## src/pkg/psp_pkg.sv

```systemverilog
// Constants, commands and timing for the potentiometer serial port.
// Assumes a 100 MHz system clock; serial pins arrive asynchronously.
package psp_pkg;
   // ----------------------------------------
   // Frame layout
   // ----------------------------------------
   localparam int WORD_BITS = 16;
   localparam int CMD_MSB = 13;
   localparam int CMD_LSB = 10;
   localparam int DATA_MSB = 9;
   localparam int CTRL_MSB = 3;
   localparam int FUSE_MSB = 4;
   localparam logic [3:0] BIT_LAST = 4'hF;
   // ----------------------------------------
   // Command codes
   // ----------------------------------------
   localparam logic [3:0] CMD_NOP = 4'h0;
   localparam logic [3:0] CMD_WR_WIPER = 4'h1;
   localparam logic [3:0] CMD_RD_WIPER = 4'h2;
   localparam logic [3:0] CMD_STORE = 4'h3;
   localparam logic [3:0] CMD_REFRESH = 4'h4;
   localparam logic [3:0] CMD_RD_FUSE = 4'h5;
   localparam logic [3:0] CMD_WR_CTRL = 4'h6;
   localparam logic [3:0] CMD_RD_CTRL = 4'h7;
   localparam logic [3:0] CMD_SHUTDOWN = 4'h8;
   // ----------------------------------------
   // Reset values and timing
   // ----------------------------------------
   localparam logic [9:0] WIPER_MID = 10'h200;
   localparam logic [3:0] CTRL_RST = 4'h0;
   localparam int CLK_MHZ = 100;
   localparam int STORE_TIME_MS = 6;
   localparam int STORE_CYCLES = STORE_TIME_MS * 1000 * CLK_MHZ;
endpackage

```

## src/core/psp_serial_port.sv

```systemverilog
// Serial slave port of a digital potentiometer with wiper, control and fuse store.
// Assumes the host acts as master; pins are sampled by the 100 MHz system clock.
`timescale 1ns/1ps
`default_nettype none
module psp_serial_port #(
   parameter int STORE_CYC = psp_pkg::STORE_CYCLES
) (
   // System
   input wire logic i_clk_sys,
   input wire logic i_rstn,
   // Serial pins
   input wire logic i_sync_n,
   input wire logic i_sclk,
   input wire logic i_din,
   // Open-drain outputs: serial value is always low, ready value is the inverse of its enable; enable pulls
   output logic o_serial_out,
   output logic o_serial_out_oe,
   output logic o_ready,
   output logic o_ready_oe,
   // Device state
   output logic [9:0] o_wiper,
   output logic [3:0] o_ctrl,
   output logic o_shutdown
);
   // ----------------------------------------
   // Pin synchronisers
   // ----------------------------------------
   logic [2:0] sync_sr_reg; // Frame sync stages
   logic [2:0] sclk_sr_reg; // Serial clock stages
   logic [2:0] din_sr_reg;  // Data stages
   logic sync_lvl_reg; // Accepted frame sync level
   logic sclk_lvl_reg; // Accepted serial clock level
   // Three stages per pin; only the last two are compared
   always_ff @(posedge i_clk_sys) begin
      if (!i_rstn) begin
         sync_sr_reg <= 3'h7;
         // Idle level of the serial clock, so no false fall after reset
         sclk_sr_reg <= 3'h7;
         din_sr_reg <= 3'h0;
      end else begin
         sync_sr_reg <= {sync_sr_reg[1:0], i_sync_n};
         sclk_sr_reg <= {sclk_sr_reg[1:0], i_sclk};
         din_sr_reg <= {din_sr_reg[1:0], i_din};
      end
   end
   logic sync_low; // Frame active
   logic sclk_fall; // Serial clock falling edge
   logic sync_rise; // Frame end
   // A new pin level counts only once the second and third stages agree
   always_ff @(posedge i_clk_sys) begin
      if (!i_rstn) begin
         sync_lvl_reg <= 1'b1;
         sclk_lvl_reg <= 1'b1;
      end else begin
         // Frame sync level
         if (sync_sr_reg[2] == sync_sr_reg[1]) begin
            sync_lvl_reg <= sync_sr_reg[2];
         end
         // Serial clock level
         if (sclk_sr_reg[2] == sclk_sr_reg[1]) begin
            sclk_lvl_reg <= sclk_sr_reg[2];
         end
      end
   end
   assign sync_low = ~sync_lvl_reg;
   // Edges last one cycle: the accepted level follows on the next edge
   assign sclk_fall = sclk_lvl_reg & ~sclk_sr_reg[2] & ~sclk_sr_reg[1];
   assign sync_rise = ~sync_lvl_reg & sync_sr_reg[2] & sync_sr_reg[1];

   // ----------------------------------------
   // Shift register and bit count
   // ----------------------------------------
   logic [15:0] shift_reg; // Input word
   logic [15:0] out_reg;   // Word shifted out
   logic [3:0] bit_cnt_reg; // Bit position within a word
   logic full_reg; // A whole multiple of 16 bits seen
   logic busy_reg; // Store in progress
   logic [3:0] cmd; // Received command
   assign cmd = shift_reg[psp_pkg::CMD_MSB:psp_pkg::CMD_LSB];
   // shift on falling edges in frame
   always_ff @(posedge i_clk_sys) begin
      if (!i_rstn) begin
         shift_reg <= 16'h0000;
         bit_cnt_reg <= 4'h0;
         full_reg <= 1'b0;
      end else if (!sync_low) begin
         // Idle: restart the count for the next frame
         bit_cnt_reg <= 4'h0;
         full_reg <= 1'b0;
      end else if (sclk_fall && !busy_reg) begin
         shift_reg <= {shift_reg[14:0], din_sr_reg[2]};
         bit_cnt_reg <= bit_cnt_reg + 4'h1;
         // word complete only on every 16th bit
         full_reg <= (bit_cnt_reg == psp_pkg::BIT_LAST);
      end
   end

   // ----------------------------------------
   // Readback and daisy-chain output
   // ----------------------------------------
   logic [15:0] rd_word_reg; // Value queued for next frame
   logic [4:0] fuse_reg;     // Fuse memory value
   logic [9:0] wiper_reg;    // Wiper register
   logic commit;             // Valid word at sync rise
   logic load_reg;           // Answer ready to load, one cycle after commit
   always_ff @(posedge i_clk_sys) begin
      if (!i_rstn) begin
         out_reg <= 16'h0000;
         load_reg <= 1'b0;
         o_serial_out_oe <= 1'b0;
         o_serial_out <= 1'b0;
      end else begin
         // Wait a cycle so the answer queued by this frame is the one loaded
         load_reg <= commit;
         if (load_reg) begin
            out_reg <= rd_word_reg;
         end else if (sync_low && sclk_fall && !busy_reg) begin
            out_reg <= {out_reg[14:0], din_sr_reg[2]};
         end
         // Pull low only for a zero bit during a frame
         o_serial_out_oe <= sync_low & ~out_reg[15];
         // Open-drain value: the pin only ever pulls low
         o_serial_out <= 1'b0;
      end
   end

   // ----------------------------------------
   // Command decode at frame end
   // ----------------------------------------
   assign commit = sync_rise & full_reg & ~busy_reg;
   logic store_go; // Start a store
   assign store_go = commit && (cmd == psp_pkg::CMD_STORE);
   // decode and update on valid frame
   always_ff @(posedge i_clk_sys) begin
      if (!i_rstn) begin
         wiper_reg <= psp_pkg::WIPER_MID;
         o_ctrl <= psp_pkg::CTRL_RST;
         o_shutdown <= 1'b0;
         rd_word_reg <= 16'h0000;
      end else if (commit) begin
         rd_word_reg <= 16'h0000;
         case (cmd)
            psp_pkg::CMD_WR_WIPER: wiper_reg <= shift_reg[psp_pkg::DATA_MSB:0];
            psp_pkg::CMD_RD_WIPER: rd_word_reg <= {6'h00, wiper_reg};
            psp_pkg::CMD_REFRESH: wiper_reg <= {fuse_reg, 5'h00};
            psp_pkg::CMD_RD_FUSE: rd_word_reg <= {11'h000, fuse_reg};
            psp_pkg::CMD_WR_CTRL: o_ctrl <= shift_reg[psp_pkg::CTRL_MSB:0];
            psp_pkg::CMD_RD_CTRL: rd_word_reg <= {12'h000, o_ctrl};
            psp_pkg::CMD_SHUTDOWN: o_shutdown <= shift_reg[0];
            default: begin
               // No-op, store and unknown codes only clear the queued answer here
            end
         endcase
      end
   end
   always_ff @(posedge i_clk_sys) begin
      o_wiper <= wiper_reg;
   end

   // ----------------------------------------
   // Fuse store timer and ready flag
   // ----------------------------------------
   logic [31:0] store_cnt_reg; // Cycles left in store
   always_ff @(posedge i_clk_sys) begin
      if (!i_rstn) begin
         busy_reg <= 1'b0;
         store_cnt_reg <= 32'h0;
         fuse_reg <= 5'h00;
      end else if (store_go) begin
         busy_reg <= 1'b1;
         store_cnt_reg <= 32'(STORE_CYC - 1);
         fuse_reg <= wiper_reg[psp_pkg::DATA_MSB -: (psp_pkg::FUSE_MSB + 1)];
      end else if (busy_reg) begin
         if (store_cnt_reg == 32'h0) begin
            busy_reg <= 1'b0;
         end else begin
            store_cnt_reg <= store_cnt_reg - 32'h1;
         end
      end
   end
   logic busy_next; // Busy state after this edge
   assign busy_next = store_go | (busy_reg & (store_cnt_reg != 32'h0));
   // ready follows the next busy state, low exactly while storing
   always_ff @(posedge i_clk_sys) begin
      if (!i_rstn) begin
         o_ready <= 1'b1;
         o_ready_oe <= 1'b0;
      end else begin
         o_ready <= ~busy_next;
         // Open-drain enable pulls the ready line low while busy
         o_ready_oe <= busy_next;
      end
   end

   // ----------------------------------------
   // Checks
   // ----------------------------------------
   // short frame leaves wiper alone
   a_short_abort: assert property (@(posedge i_clk_sys) disable iff (!i_rstn)
      (sync_rise && !full_reg) |=> $stable(wiper_reg)) else $error("short frame changed wiper");
   a_wiper_write: assert property (@(posedge i_clk_sys) disable iff (!i_rstn)
      (commit && cmd == psp_pkg::CMD_WR_WIPER) |=> (wiper_reg == $past(shift_reg[psp_pkg::DATA_MSB:0])))
      else $error("wiper not written");
   a_store_lock: assert property (@(posedge i_clk_sys) disable iff (!i_rstn)
      busy_reg |=> (!$past(busy_reg) || $stable(shift_reg))) else $error("shift moved during store");
   a_ready_busy: assert property (@(posedge i_clk_sys) disable iff (!i_rstn)
      busy_reg |-> !o_ready) else $error("ready high while storing");
   a_idle_ignore: assert property (@(posedge i_clk_sys) disable iff (!i_rstn)
      (!sync_low && !$past(sync_low)) |=> $stable(shift_reg)) else $error("shift moved while idle");
   a_bit_count: assert property (@(posedge i_clk_sys) disable iff (!i_rstn)
      (sync_low && sclk_fall && !busy_reg) |=> (bit_cnt_reg == $past(bit_cnt_reg) + 4'h1)) else $error("bit count");
   a_out_idle: assert property (@(posedge i_clk_sys) disable iff (!i_rstn)
      !sync_low |=> !o_serial_out_oe) else $error("serial out driven idle");
   a_shutdown: assert property (@(posedge i_clk_sys) disable iff (!i_rstn)
      (commit && cmd == psp_pkg::CMD_SHUTDOWN) |=> (o_shutdown == $past(shift_reg[0]))) else $error("shutdown");
   c_write: cover property (@(posedge i_clk_sys) commit && cmd == psp_pkg::CMD_WR_WIPER);
   c_abort: cover property (@(posedge i_clk_sys) sync_rise && !full_reg);
   c_store: cover property (@(posedge i_clk_sys) store_go);
   c_readback: cover property (@(posedge i_clk_sys) load_reg && (rd_word_reg != 16'h0000));
   // ready pin enable is the inverse of the ready level
   a_ready_pair: assert property (@(posedge i_clk_sys) disable iff (!i_rstn)
      o_ready_oe == !o_ready) else $error("ready enable mismatch");
endmodule
`default_nettype wire

```

## config.mk

```make
export PLATFORM = sky130hd
export DESIGN_NAME = psp_serial_port
export DESIGN_NICKNAME = d
export VERILOG_FILES = /design/src/pkg/psp_pkg.sv /design/src/core/psp_serial_port.sv
export SDC_FILE = /design/constraint.sdc
export NUM_CORES = 1
export LEC_CHECK = 0
export BUFFER_PORTS_ARGS = -buffer_cell sky130_fd_sc_hd__buf_4
export CORE_UTILIZATION = 50
export CTS_BUF_LIST = sky130_fd_sc_hd__clkbuf_8
export CTS_CLUSTER_DIAMETER = 40
export CTS_CLUSTER_SIZE = 24
export DETAILED_ROUTE_END_ITERATION = 7
export GPL_TIMING_DRIVEN = 0
export PLACE_DENSITY = 0.67
export SLEW_MARGIN = 30
export SYNTH_ARGS = -nofsm -noshare
export SYNTH_HDL_FRONTEND = slang
export SYNTH_SLANG_ARGS = --single-unit
```

## constraint.sdc

```tcl
create_clock -name i_clk_sys -period 5.75 [get_ports i_clk_sys]
set_input_delay 0.8625 -clock i_clk_sys [delete_from_list [all_inputs] [get_ports i_clk_sys]]
set_output_delay 0.8625 -clock i_clk_sys [all_outputs]
set_load 0.1 [all_outputs]
```

======== Word-level counts from Yosys, hierarchy flattened ========
Cells that the tools add are included.
storage, ports and cells
  input bits .............................. 5
  register bits ........................... 129
  output and inout port bits .............. 19
  word-level logic and storage cells ...... 81
cells by class
  multiplexer cells ....................... 10
  reduce and logical (&&, ||, !) cells .... 18
  bitwise logic cells ..................... 17
  add/sub/neg operators ................... 2
  equality and inequality tests ........... 12
operators by type and width
  kind                                                                   count
  20-bit 2-to-1 mux                                                      3
  32-bit zero test                                                       1
  16-bit 2-to-1 mux                                                      2
  32-bit nonzero test                                                    1
  32-bit by 1-bit subtractor with 32-bit output, second input constant   1
  10-bit one-hot mux with 3 select lines                                 1
  10-bit one-hot mux with 2 select lines                                 1
  4-bit by 3-bit equality test with 1-bit output, second input constant  4
  2-bit AND reduction                                                    6
  1-bit AND                                                              8
  4-bit by 2-bit equality test with 1-bit output, second input constant  2
  4-bit equality test, second input constant                             2
  1-bit inverter                                                         8
  2-bit nonzero test                                                     3
  4-bit by 1-bit adder with 4-bit output, second input constant          1
  4-bit by 1-bit equality test with 1-bit output, second input constant  1
  1-bit logical AND                                                      4
  2-bit OR reduction                                                     2
  1-bit 2-to-1 mux                                                       3
  1-bit equality test                                                    2
  2-bit != test, second input constant                                   1
  1-bit zero test                                                        1
  1-bit OR                                                               1

======== Logic depth before layout (Yosys ltp) ========
Gate-level depths: netlist of the first run.
  word-level depth ........................ 8
  mapped depth ............................ 8
  mapped depth without buffers ............ 7

======== Worst setup path after synthesis of the first run ========
Ideal clock, no wire load.
  path type ............................... reg-to-reg
  from .................................... reg busy_reg
  to ...................................... reg store_cnt_reg[11]
  required time ........................... 5.684 ns
  data arrival time ....................... 2.687 ns
  slack ................................... 2.997 ns
  stages on the path, launching flop included .. 6
  buffers on the path ..................... 0
  setup time .............................. 0.066 ns
  period minus slack after synthesis ...... 2.753 ns
  cells stage by stage .................... dfxtp_1 or3b_1 or2_4 or3_1 or4_1 a21oi_2
on the way
  longest elaborated chain between the ends .. 4
  elaborated cells on any way between the ends .. 5
  classes of those cells .................. bitwise (2); reduce/logical (3)
ends and longest elaborated chain
  what                          RTL line                text
  start, declared               psp_serial_port.sv:77   logic busy_reg;
  start signal, assigned        psp_serial_port.sv:166  busy_reg <= 1'b0;
  start signal, assigned        psp_serial_port.sv:170  busy_reg <= 1'b1;
  start signal, assigned        psp_serial_port.sv:175  busy_reg <= 1'b0;
  1-bit inverter                psp_serial_port.sv:130  assign commit = sync_rise & full_reg & ~busy_reg;
  1-bit AND                     psp_serial_port.sv:130
  1-bit logical AND             psp_serial_port.sv:132  assign store_go = commit && (cmd == psp_pkg::CMD_STORE);
  2-bit OR reduction (no line)  --
  end signal, assigned          psp_serial_port.sv:171  store_cnt_reg <= 32'(STORE_CYC - 1);
  end signal, assigned          psp_serial_port.sv:177  store_cnt_reg <= store_cnt_reg - 32'h1;
  end, declared                 psp_serial_port.sv:163  logic [31:0] store_cnt_reg;
Several ways; a longest one is shown, not always the timed one.
A chain may end at the register's enable or synchronous reset.

======== Worst setup path in the final report of the first run ========
  from .................................... reg busy_reg
  to ...................................... reg store_cnt_reg[15]
Same word-level chain as after synthesis.

==> impl_results.md, run 1 <==
* Status: finished clean
* Hold path depth at 0
* CP top delay family: simple AND/OR/NAND/NOR gates
* Clock Pin Slew Worst Setup and Hold Paths at roughly 0.07 ns
* Post-Syn Area per Cell at 8.93 um^2
* Number of clock buffers inserted by TritonCTS at 17
* PostCTS Resize Cnt at 0
* CP Launch Type: register
* Fraction of layout cells with a size suffix above 1 at 0.152
* Most common cell after layout, fill and taps aside: dfxtp_1
* Drt wl/cell at approximately 15 um
* Post-route clock period utilization at 0.440
* IO buf count at 22
* Synthesized area at ~5000 um^2
* Pin slew with the least headroom to its limit at 0.783 ns
* Ant diodes at 0
* Pin count of the biggest net entering global routing at 17
* Maximum vdd drop at 0.000128 V
* IO Pins at 24
* CP Buf/Inv Count at 1
* Crit path depth at 6
* Drt pass-1 iters at 5
* Worst Setup End Kind: register
* Rel. slew slack at 0.473
* Post-CTS Setup Inserts at 0
* Worst Hold Class: reg -> reg
* Initial antenna violation count at 0
* H-tree depth at 4
* Hold Fails Final Rpt at 0
* DR iter-0 viols at 215
* Syn Inst Count at ~570
* Leak pwr at between 2 and 2.5 nW
* Remaining global-route overflow at 0
* GP Congestion at 0.851
* Post-synthesis register bit count at 122
* Crit path max fanout at 10
* Global-route wire length before repair at ~19,000 um
* Reg2Reg Depth at 6
* FFs w/ async S/R, synth at 0
* Most frequent cells in the layout: dfxtp_1 (122), nand2_1 (88), nor2_1 (55)
* Fmax at 0.395 GHz
* Setup violators final at 0
* Layout Skew at 0.0117 ns
* R2r setup slk at between 3 and 4 ns
* Clk Latency, worst-skew pair at 0.44 ns
* ANT nets after route at 0
* Ys flop type: dfxtp_1
* Detailed placement HPWL at between 8000 and 9000 um
* Vias/cell at 5.59
* DIE WIDTH at 103 um
* Setup_tns at 0 ns
* Crit path DAT at around 2.9 ns
* Synth-to-Final Area Change at 13.8%
* Initial core utilization at 0.518
* Sequential area share after synthesis at 0.482
* Total power at 1.56 mW
* EDFF count, synth at 0
* Maximum clock path buffer count at 2
* Clock sink total at 122
* Warnings, synthesis at 0
* Worst min-delay path startpoint: wiper_reg[0]$_SDFFE_PN0P_
* Max-Cap Viols at 0
* RSZ-0062 raised after global routing: false
* Pwr dens at ~270 nW/um^2
* Final #Nets at approximately 600
* Netlist cell types at 59
* Worst path cell trace: nand4bb_1 -> or4_1 -> clkbuf_1 -> nand2_2 -> or4_2 -> nand2_1
* Core footprint at a little under 10,000 um^2
* Crit path kind: reg -> reg
* Reg2Reg Launch Point: busy_reg$_SDFF_PN0_
* Mapped Nets at 575
* R2r endpoint: store_cnt_reg[15]$_SDFFE_PP0P_
* CTS tree: yes
* Rows at 36
* Die Y-Extent at 103 um
* Slowest stage delay, CP at 0.67 ns
* Drt drc at 0
* Hold_buf cts at 0
* Number of global-route vias before repair at 3,814
* Total Routed Length at 11,500 um
* Critical Path RT at between 6 and 7 ns
* Number of flip-flops under the largest register name at 32
* Total GRT Usage at 0.240
* Die Area at 10,500 um^2
* Root buf cell: clkbuf_8
* Slowest-stage cell, CP: or4_2
* Via count at 4,212
* Slew Limit Fails at 0
* Hold worst-path end: o_wiper[0]$_DFF_P_
* Crit path time final at roughly 2.5 ns
==> cell usage after synthesis, types with 5 or more instances <==
cell / n / area (um^2)
a211oi_1: 9 / 67.6
a21oi_1: 54 / 270
a21oi_2: 5 / 43.8
a22oi_1: 5 / 37.5
a311oi_1: 10 / 87.6
a31oi_1: 9 / 56.3
clkbuf_1: 22 / 82.6
dfxtp_1: 122 / 2440
inv_1: 10 / 37.5
mux2i_1: 15 / 150
nand2_1: 88 / 330
nand2b_1: 10 / 62.6
nand3_1: 8 / 40.0
nand4_1: 5 / 31.3
nor2_1: 55 / 206
nor3_1: 7 / 35.0
nor4_1: 5 / 31.3
o21ai_0: 8 / 40.0
o21ai_1: 5 / 25.0
o31ai_1: 14 / 105
or2_2: 5 / 31.3
or3_1: 9 / 56.3
or4_1: 18 / 135
==> layout make-up <==
| class | count | area, um^2 |
|---|---|---|
| fillers | 893 | 4010 |
| flip-flops and latches | 122 | 2440 |
| multi-input cells | 402 | 2430 |
| clock buffers | 18 | 248 |
| plain buffers | 33 | 166 |
| well taps | 133 | 166 |
| repair buffers | 22 | 165 |
| clock inverters | 13 | 106 |
| inverters | 10 | 37.5 |
==> power breakdown <==
group          internal (mW)  switching (mW)
registers              0.847         0.00110
clock network          0.344           0.336
logic                0.00679          0.0197
total                   1.20           0.357
==> per-stage QoR <==
| stage | util | hold WS [ns] | cell area (um^2) | setup WS [ns] | instances |
|---|---|---|---|---|---|
| global route | 0.590 | 0.392 | 5770 | 3.01 | 753 |
| global placement | 0.552 | 0.366 | 5400 | 3.28 | 722 |
| detailed placement | 0.553 | 0.364 | 5400 | 3.26 | 722 |
| floorplan | - | 0.344 | 5060 | 3.00 | 567 |
| CTS | 0.589 | 0.374 | 5760 | 3.25 | 753 |
| finish | 0.590 | 0.376 | 5770 | 3.22 | 753 |
==> layer usage <==
| layer | wire [um] | part of all wire | vias to the layer above | GRT usage |
|---|---|---|---|---|
| met4 | 153 | 0.013 | 0 | 0.0912 |
| met5 | 0 | 0 | - | 0 |
| li1 | - | - | 2123 | - |
| met1 | 5710 | 0.50 | 1977 | 0.337 |
| met3 | 580 | 0.050 | 11 | 0.0685 |
| met2 | 5060 | 0.44 | 101 | 0.347 |
==> worst max path at each step <==
| stage | from | to | slack [ns] |
|---|---|---|---|
| detailed placement | busy_reg$_SDFF_PN0_ | store_cnt_reg[15]$_SDFFE_PP0P_ | 3.26 |
| CTS | busy_reg$_SDFF_PN0_ | shift_reg[6]$_SDFFE_PN0P_ | 3.25 |
| finish | busy_reg$_SDFF_PN0_ | store_cnt_reg[15]$_SDFFE_PP0P_ | 3.22 |
| global placement | busy_reg$_SDFF_PN0_ | store_cnt_reg[15]$_SDFFE_PP0P_ | 3.28 |
| global route | busy_reg$_SDFF_PN0_ | shift_reg[9]$_SDFFE_PN0P_ | 3.01 |
| floorplan | busy_reg$_SDFF_PN0_ | store_cnt_reg[11]$_SDFFE_PP0P_ | 3.00 |
==> cell families after synthesis <==
logic type,count (synthesis),share of synthesized area
AO/OA/AOI/OAI,132,0.175
XOR/XNOR,6,0.0104
adder cells (fa/ha/maj),3,0.00741
buffers and inverters,43,0.0403
flip-flops,122,0.482
multiplexers,15,0.0296
other,1,0.000740
AND/OR/NAND/NOR,245,0.255
Power figures use the tool's default switching activity.
==> run 2: changes to the inputs <==
ABC_AREA = 1   (was unset)
clock period = 2.61 ns   (was 5.75 ns; I/O delays follow)
==> run 2 against run 1 <==
Against the previous run: combinational power up 130%; critical path depth increased by 3; register-to-register slack lost 2.6 ns; worst hold slack worse by 0.24 ns; die area up 11%; synthesized cell count rose by 38%; routed wire length is 18% higher; via count is 21% higher; fmax grew 28%; cell area is 10% higher; core utilization decreased by 0.76 points; global-route usage up 1.1 points.
==> impl_results.md, run 2 <==
* Layout Skew at 0.00911 ns (-0.00260 ns)
* Post-synthesis simple-gate area fraction at 0.340 (+0.0850)
* Slew Limit Fails at 0 (unchanged)
* Die Area at 11,600 um^2 (+11%)
* Final #Nets at 829 (+35%)
* Number of flip-flops under the largest register name at 32 (unchanged)
* Critical path origin: store_cnt_reg[0]$_SDFFE_PN0P_
* Vias/cell at 5.23 (-6.6%)
* Hold worst-path end: sync_sr_reg[0]$_SDFF_PN1_
* Slowest stage delay, CP at 0.35 ns (-0.32 ns)
* Clock Pin Slew Worst Setup and Hold Paths at 0.08 ns (about the same)
* Multi-input combinational cell area at 2690 um^2 (+11%)
* Post-Syn Area per Cell at 7.18 um^2 (-20%)
* Hold_buf cts at 0 (unchanged)
* Fraction of layout cells with a size suffix above 1 at 0.139 (-0.0125)
* Reg2Reg Depth at 9 (+3)
* Fmax at 0.508 GHz (+28%)
* Most common cell in the netlist: nand2_1
* Maximum vdd drop at 0.000589 V (+360%)
* Detailed placement HPWL at 10,000 um (+24%)
* Most common cell after layout, fill and taps aside: nand2_1
* Mapped Nets at 789 (+37%)
* Maximum clock path buffer count at 2 (unchanged)
* CTS tree: yes
* Drt wl/cell at 14.0 um (-8.5%)
* Post-synthesis register bit count at 122 (unchanged)
* DR iter-0 viols at 315 (+47%)
* Worst min-delay path startpoint: i_sync_n
* Ant diodes at 0 (unchanged)
* Pwr dens at 570 nW/um^2 (+110%)
* Max-Cap Viols at 0 (unchanged)
* DIE WIDTH at 108 um (+5.1%)
* Synthesized area at 5610 um^2 (+11%)
* Remaining global-route overflow at 0 (unchanged)
* Sequential area share after synthesis at 0.435 (-0.0468)
* Die Y-Extent at 108 um (+5.1%)
* Crit path DAT at 2.31 ns (-0.60 ns)
* Hold path depth at 2 (+2)
* Initial core utilization at 0.515 (-0.00301)
* Rel. slew slack at 0.621 (+0.148)
* Ranking of synthesized cells by area: dfxtp_1 (44%), nand2_1 (13%), nor2_1 (6.6%), nand3_1 (5.6%), a21oi_1 (4.9%)
* Syn Inst Count at 781 (+38%)
* Top-area cell type share of the netlist area at 0.435 (-0.0468)
* ANT nets after route at 0 (unchanged)
* Global-route wire length before repair at 22,400 um (+18%)
* Worst Hold Class: in -> reg
* Crit path time final at 1.97 ns (-0.558 ns)
* Warnings, synthesis at 0 (unchanged)
* R2r setup slk at 0.64 ns (-2.58 ns)
* Crit path kind: reg -> reg
* Worst Setup End Kind: register
* Yosys top cell by area: dfxtp_1
* Post-CTS Setup Inserts at 0 (unchanged)
* PostCTS Resize Cnt at 0 (unchanged)
* Clk Latency, worst-skew pair at 0.44 ns (about the same)
* Setup violators final at 0 (unchanged)
* Netlist cell types at 43 (-27%)
* Status: finished clean
* R2r endpoint: store_cnt_reg[30]$_SDFFE_PP0P_
* Post-route clock period utilization at 0.755 (+0.315)
* Via count at 5,090 (+21%)
* IO buf count at 21 (-4.5%)
* Mux cell area share after synthesis at 0 (-0.0296)
* Root buf cell: clkbuf_8
* Sequential cell area at 2440 um^2 (unchanged)
* GP Congestion at 0.903 (+6.1%)
* Drt drc at 0 (unchanged)
* Ys flop type: dfxtp_1
* IO Pins at 24 (unchanged)
* Post-synthesis compound-gate area fraction at 0.114 (-0.0609)
* Post-synth top cells: nand2_1 (200), dfxtp_1 (122), nor2_1 (99), inv_1 (63), nand3_1 (63)
* Hold Fails Final Rpt at 0 (unchanged)
* Filler Cells Inserted at 1,055 (+18%)
* Core footprint at 10,900 um^2 (+11%)
* Slowest-stage cell, CP: dfxtp_1
* Post-Place Cell Area at 5940 um^2 (+10%)
* Reg2Reg Launch Point: store_cnt_reg[0]$_SDFFE_PN0P_
* Crit path max fanout at 6 (-4)
* Setup_tns at 0 ns (unchanged)
* RSZ-0062 raised after global routing: false
* Pin slew with the least headroom to its limit at 0.568 ns (-0.215 ns)
* Worst path cell trace: inv_1 -> ha_1 -> nand2_2 -> nor2_1 -> nand2_1 -> o21ai_0 -> nand2_1 -> nand2_1 -> a21oi_1
* Drt pass-1 iters at 4 (-1)
* Most frequent cells in the layout: nand2_1 (200), dfxtp_1 (122), nor2_1 (99)
* Critical Path RT at 2.95 ns (-3.18 ns)
* Rows at 38 (+5.6%)
* Synth Area in XOR/XNOR at 0.0187 (+0.00836)
* Largest family of logic cells by synthesized area: simple AND/OR/NAND/NOR gates
* FFs w/ async S/R, synth at 0 (unchanged)
* Leak pwr at 2.78 nW (+38%)
* Total GRT Usage at 0.251 (+0.0110)
* Total Routed Length at 13,600 um (+18%)
* EDFF count, synth at 0 (unchanged)
* Synth-to-Final Area Change at 13.0%
* Pin count of the biggest net entering global routing at 17 (unchanged)
* CP most frequent cell: nand2_1
* Fin area at 6340 um^2 (+10%)
* CP Launch Type: register
* Initial antenna violation count at 0 (unchanged)
* Synth Area in Adders at 0.00669 (-0.000719)
* Number of global-route vias before repair at 4,751 (+25%)
* Number of clock buffers inserted by TritonCTS at 17 (unchanged)
* Clock sink total at 122 (unchanged)
* H-tree depth at 4 (unchanged)
## run 2: cell count changes after synthesis, moves of 15 or more
cell and change:
mux2i_1 -15, nor2_1 +44, nand2_1 +112, o21ai_0 +33
inv_1 +53, nand3_1 +55, or4_1 -18
## run 2: worst max path at each step
stage / end / slack (ns)
after floorplan: store_cnt_reg[6]$_SDFFE_PP0P_ / 0.57
after global placement: store_cnt_reg[16]$_SDFFE_PN0P_ / 0.70
after detailed placement: store_cnt_reg[30]$_SDFFE_PP0P_ / 0.67
after CTS: store_cnt_reg[30]$_SDFFE_PP0P_ / 0.67
after global routing: store_cnt_reg[30]$_SDFFE_PP0P_ / 0.46
final: store_cnt_reg[30]$_SDFFE_PP0P_ / 0.64
## run 2: final cells by class
cell class | count | area share
timing repair buffer | 21 | 0.0249
multi-input combinational | 551 | 0.424
clock buffer | 20 | 0.0434
sequential | 122 | 0.385
inverter | 80 | 0.0485
buffer | 28 | 0.0266
tap | 140 | 0.0276
clock inverter | 12 | 0.0193
## run 2: kinds of logic after synthesis
logic type | Yosys count
other | 1
xor gates and xnor gates | 12
and+or+nand+nor | 417
DFF | 122
buffers and inverters | 108
AOI/OAI and AO/OA | 118
adders and majority gates | 3
## run 2: where the power goes
part,leakage [nW],total (mW),switching (mW),internal [mW]
registers,0.984,1.87,0.00262,1.87
clock network,0.216,1.68,0.765,0.920
logic,1.58,0.0595,0.0435,0.0161
total,2.78,3.61,0.811,2.80
## run 2: routing by layer
metal,up-vias,wire (um),global-route usage
li1,2600,-,-
met1,2365,5860,0.284
met2,96,6940,0.448
met3,29,543,0.0654
met4,0,283,0.0988
met5,-,0,0
## run 2: critical path: cells and delay by family, from the launching register on
kind / cells / cell delay (ns)
flip-flops: 1 / 0.35
AND/OR/NAND/NOR: 5 / 0.80
adder cells (fa/ha/maj): 1 / 0.29
AO/OA/AOI/OAI: 2 / 0.26
buffers and inverters: 1 / 0.17
## run 2: metrics by stage
step / util / power, mW / cells / hold slack [ns] / setup slack, ns
global route: 0.582 / 3.73 / 974 / 0.120 / 0.459
detailed placement: 0.546 / 1.97 / 942 / 0.372 / 0.670
floorplan: - / 1.95 / 781 / 0.351 / 0.574
finish: 0.582 / 3.61 / 974 / 0.138 / 0.640
CTS: 0.582 / 3.64 / 974 / 0.114 / 0.669
global placement: 0.546 / 1.97 / 942 / 0.368 / 0.704
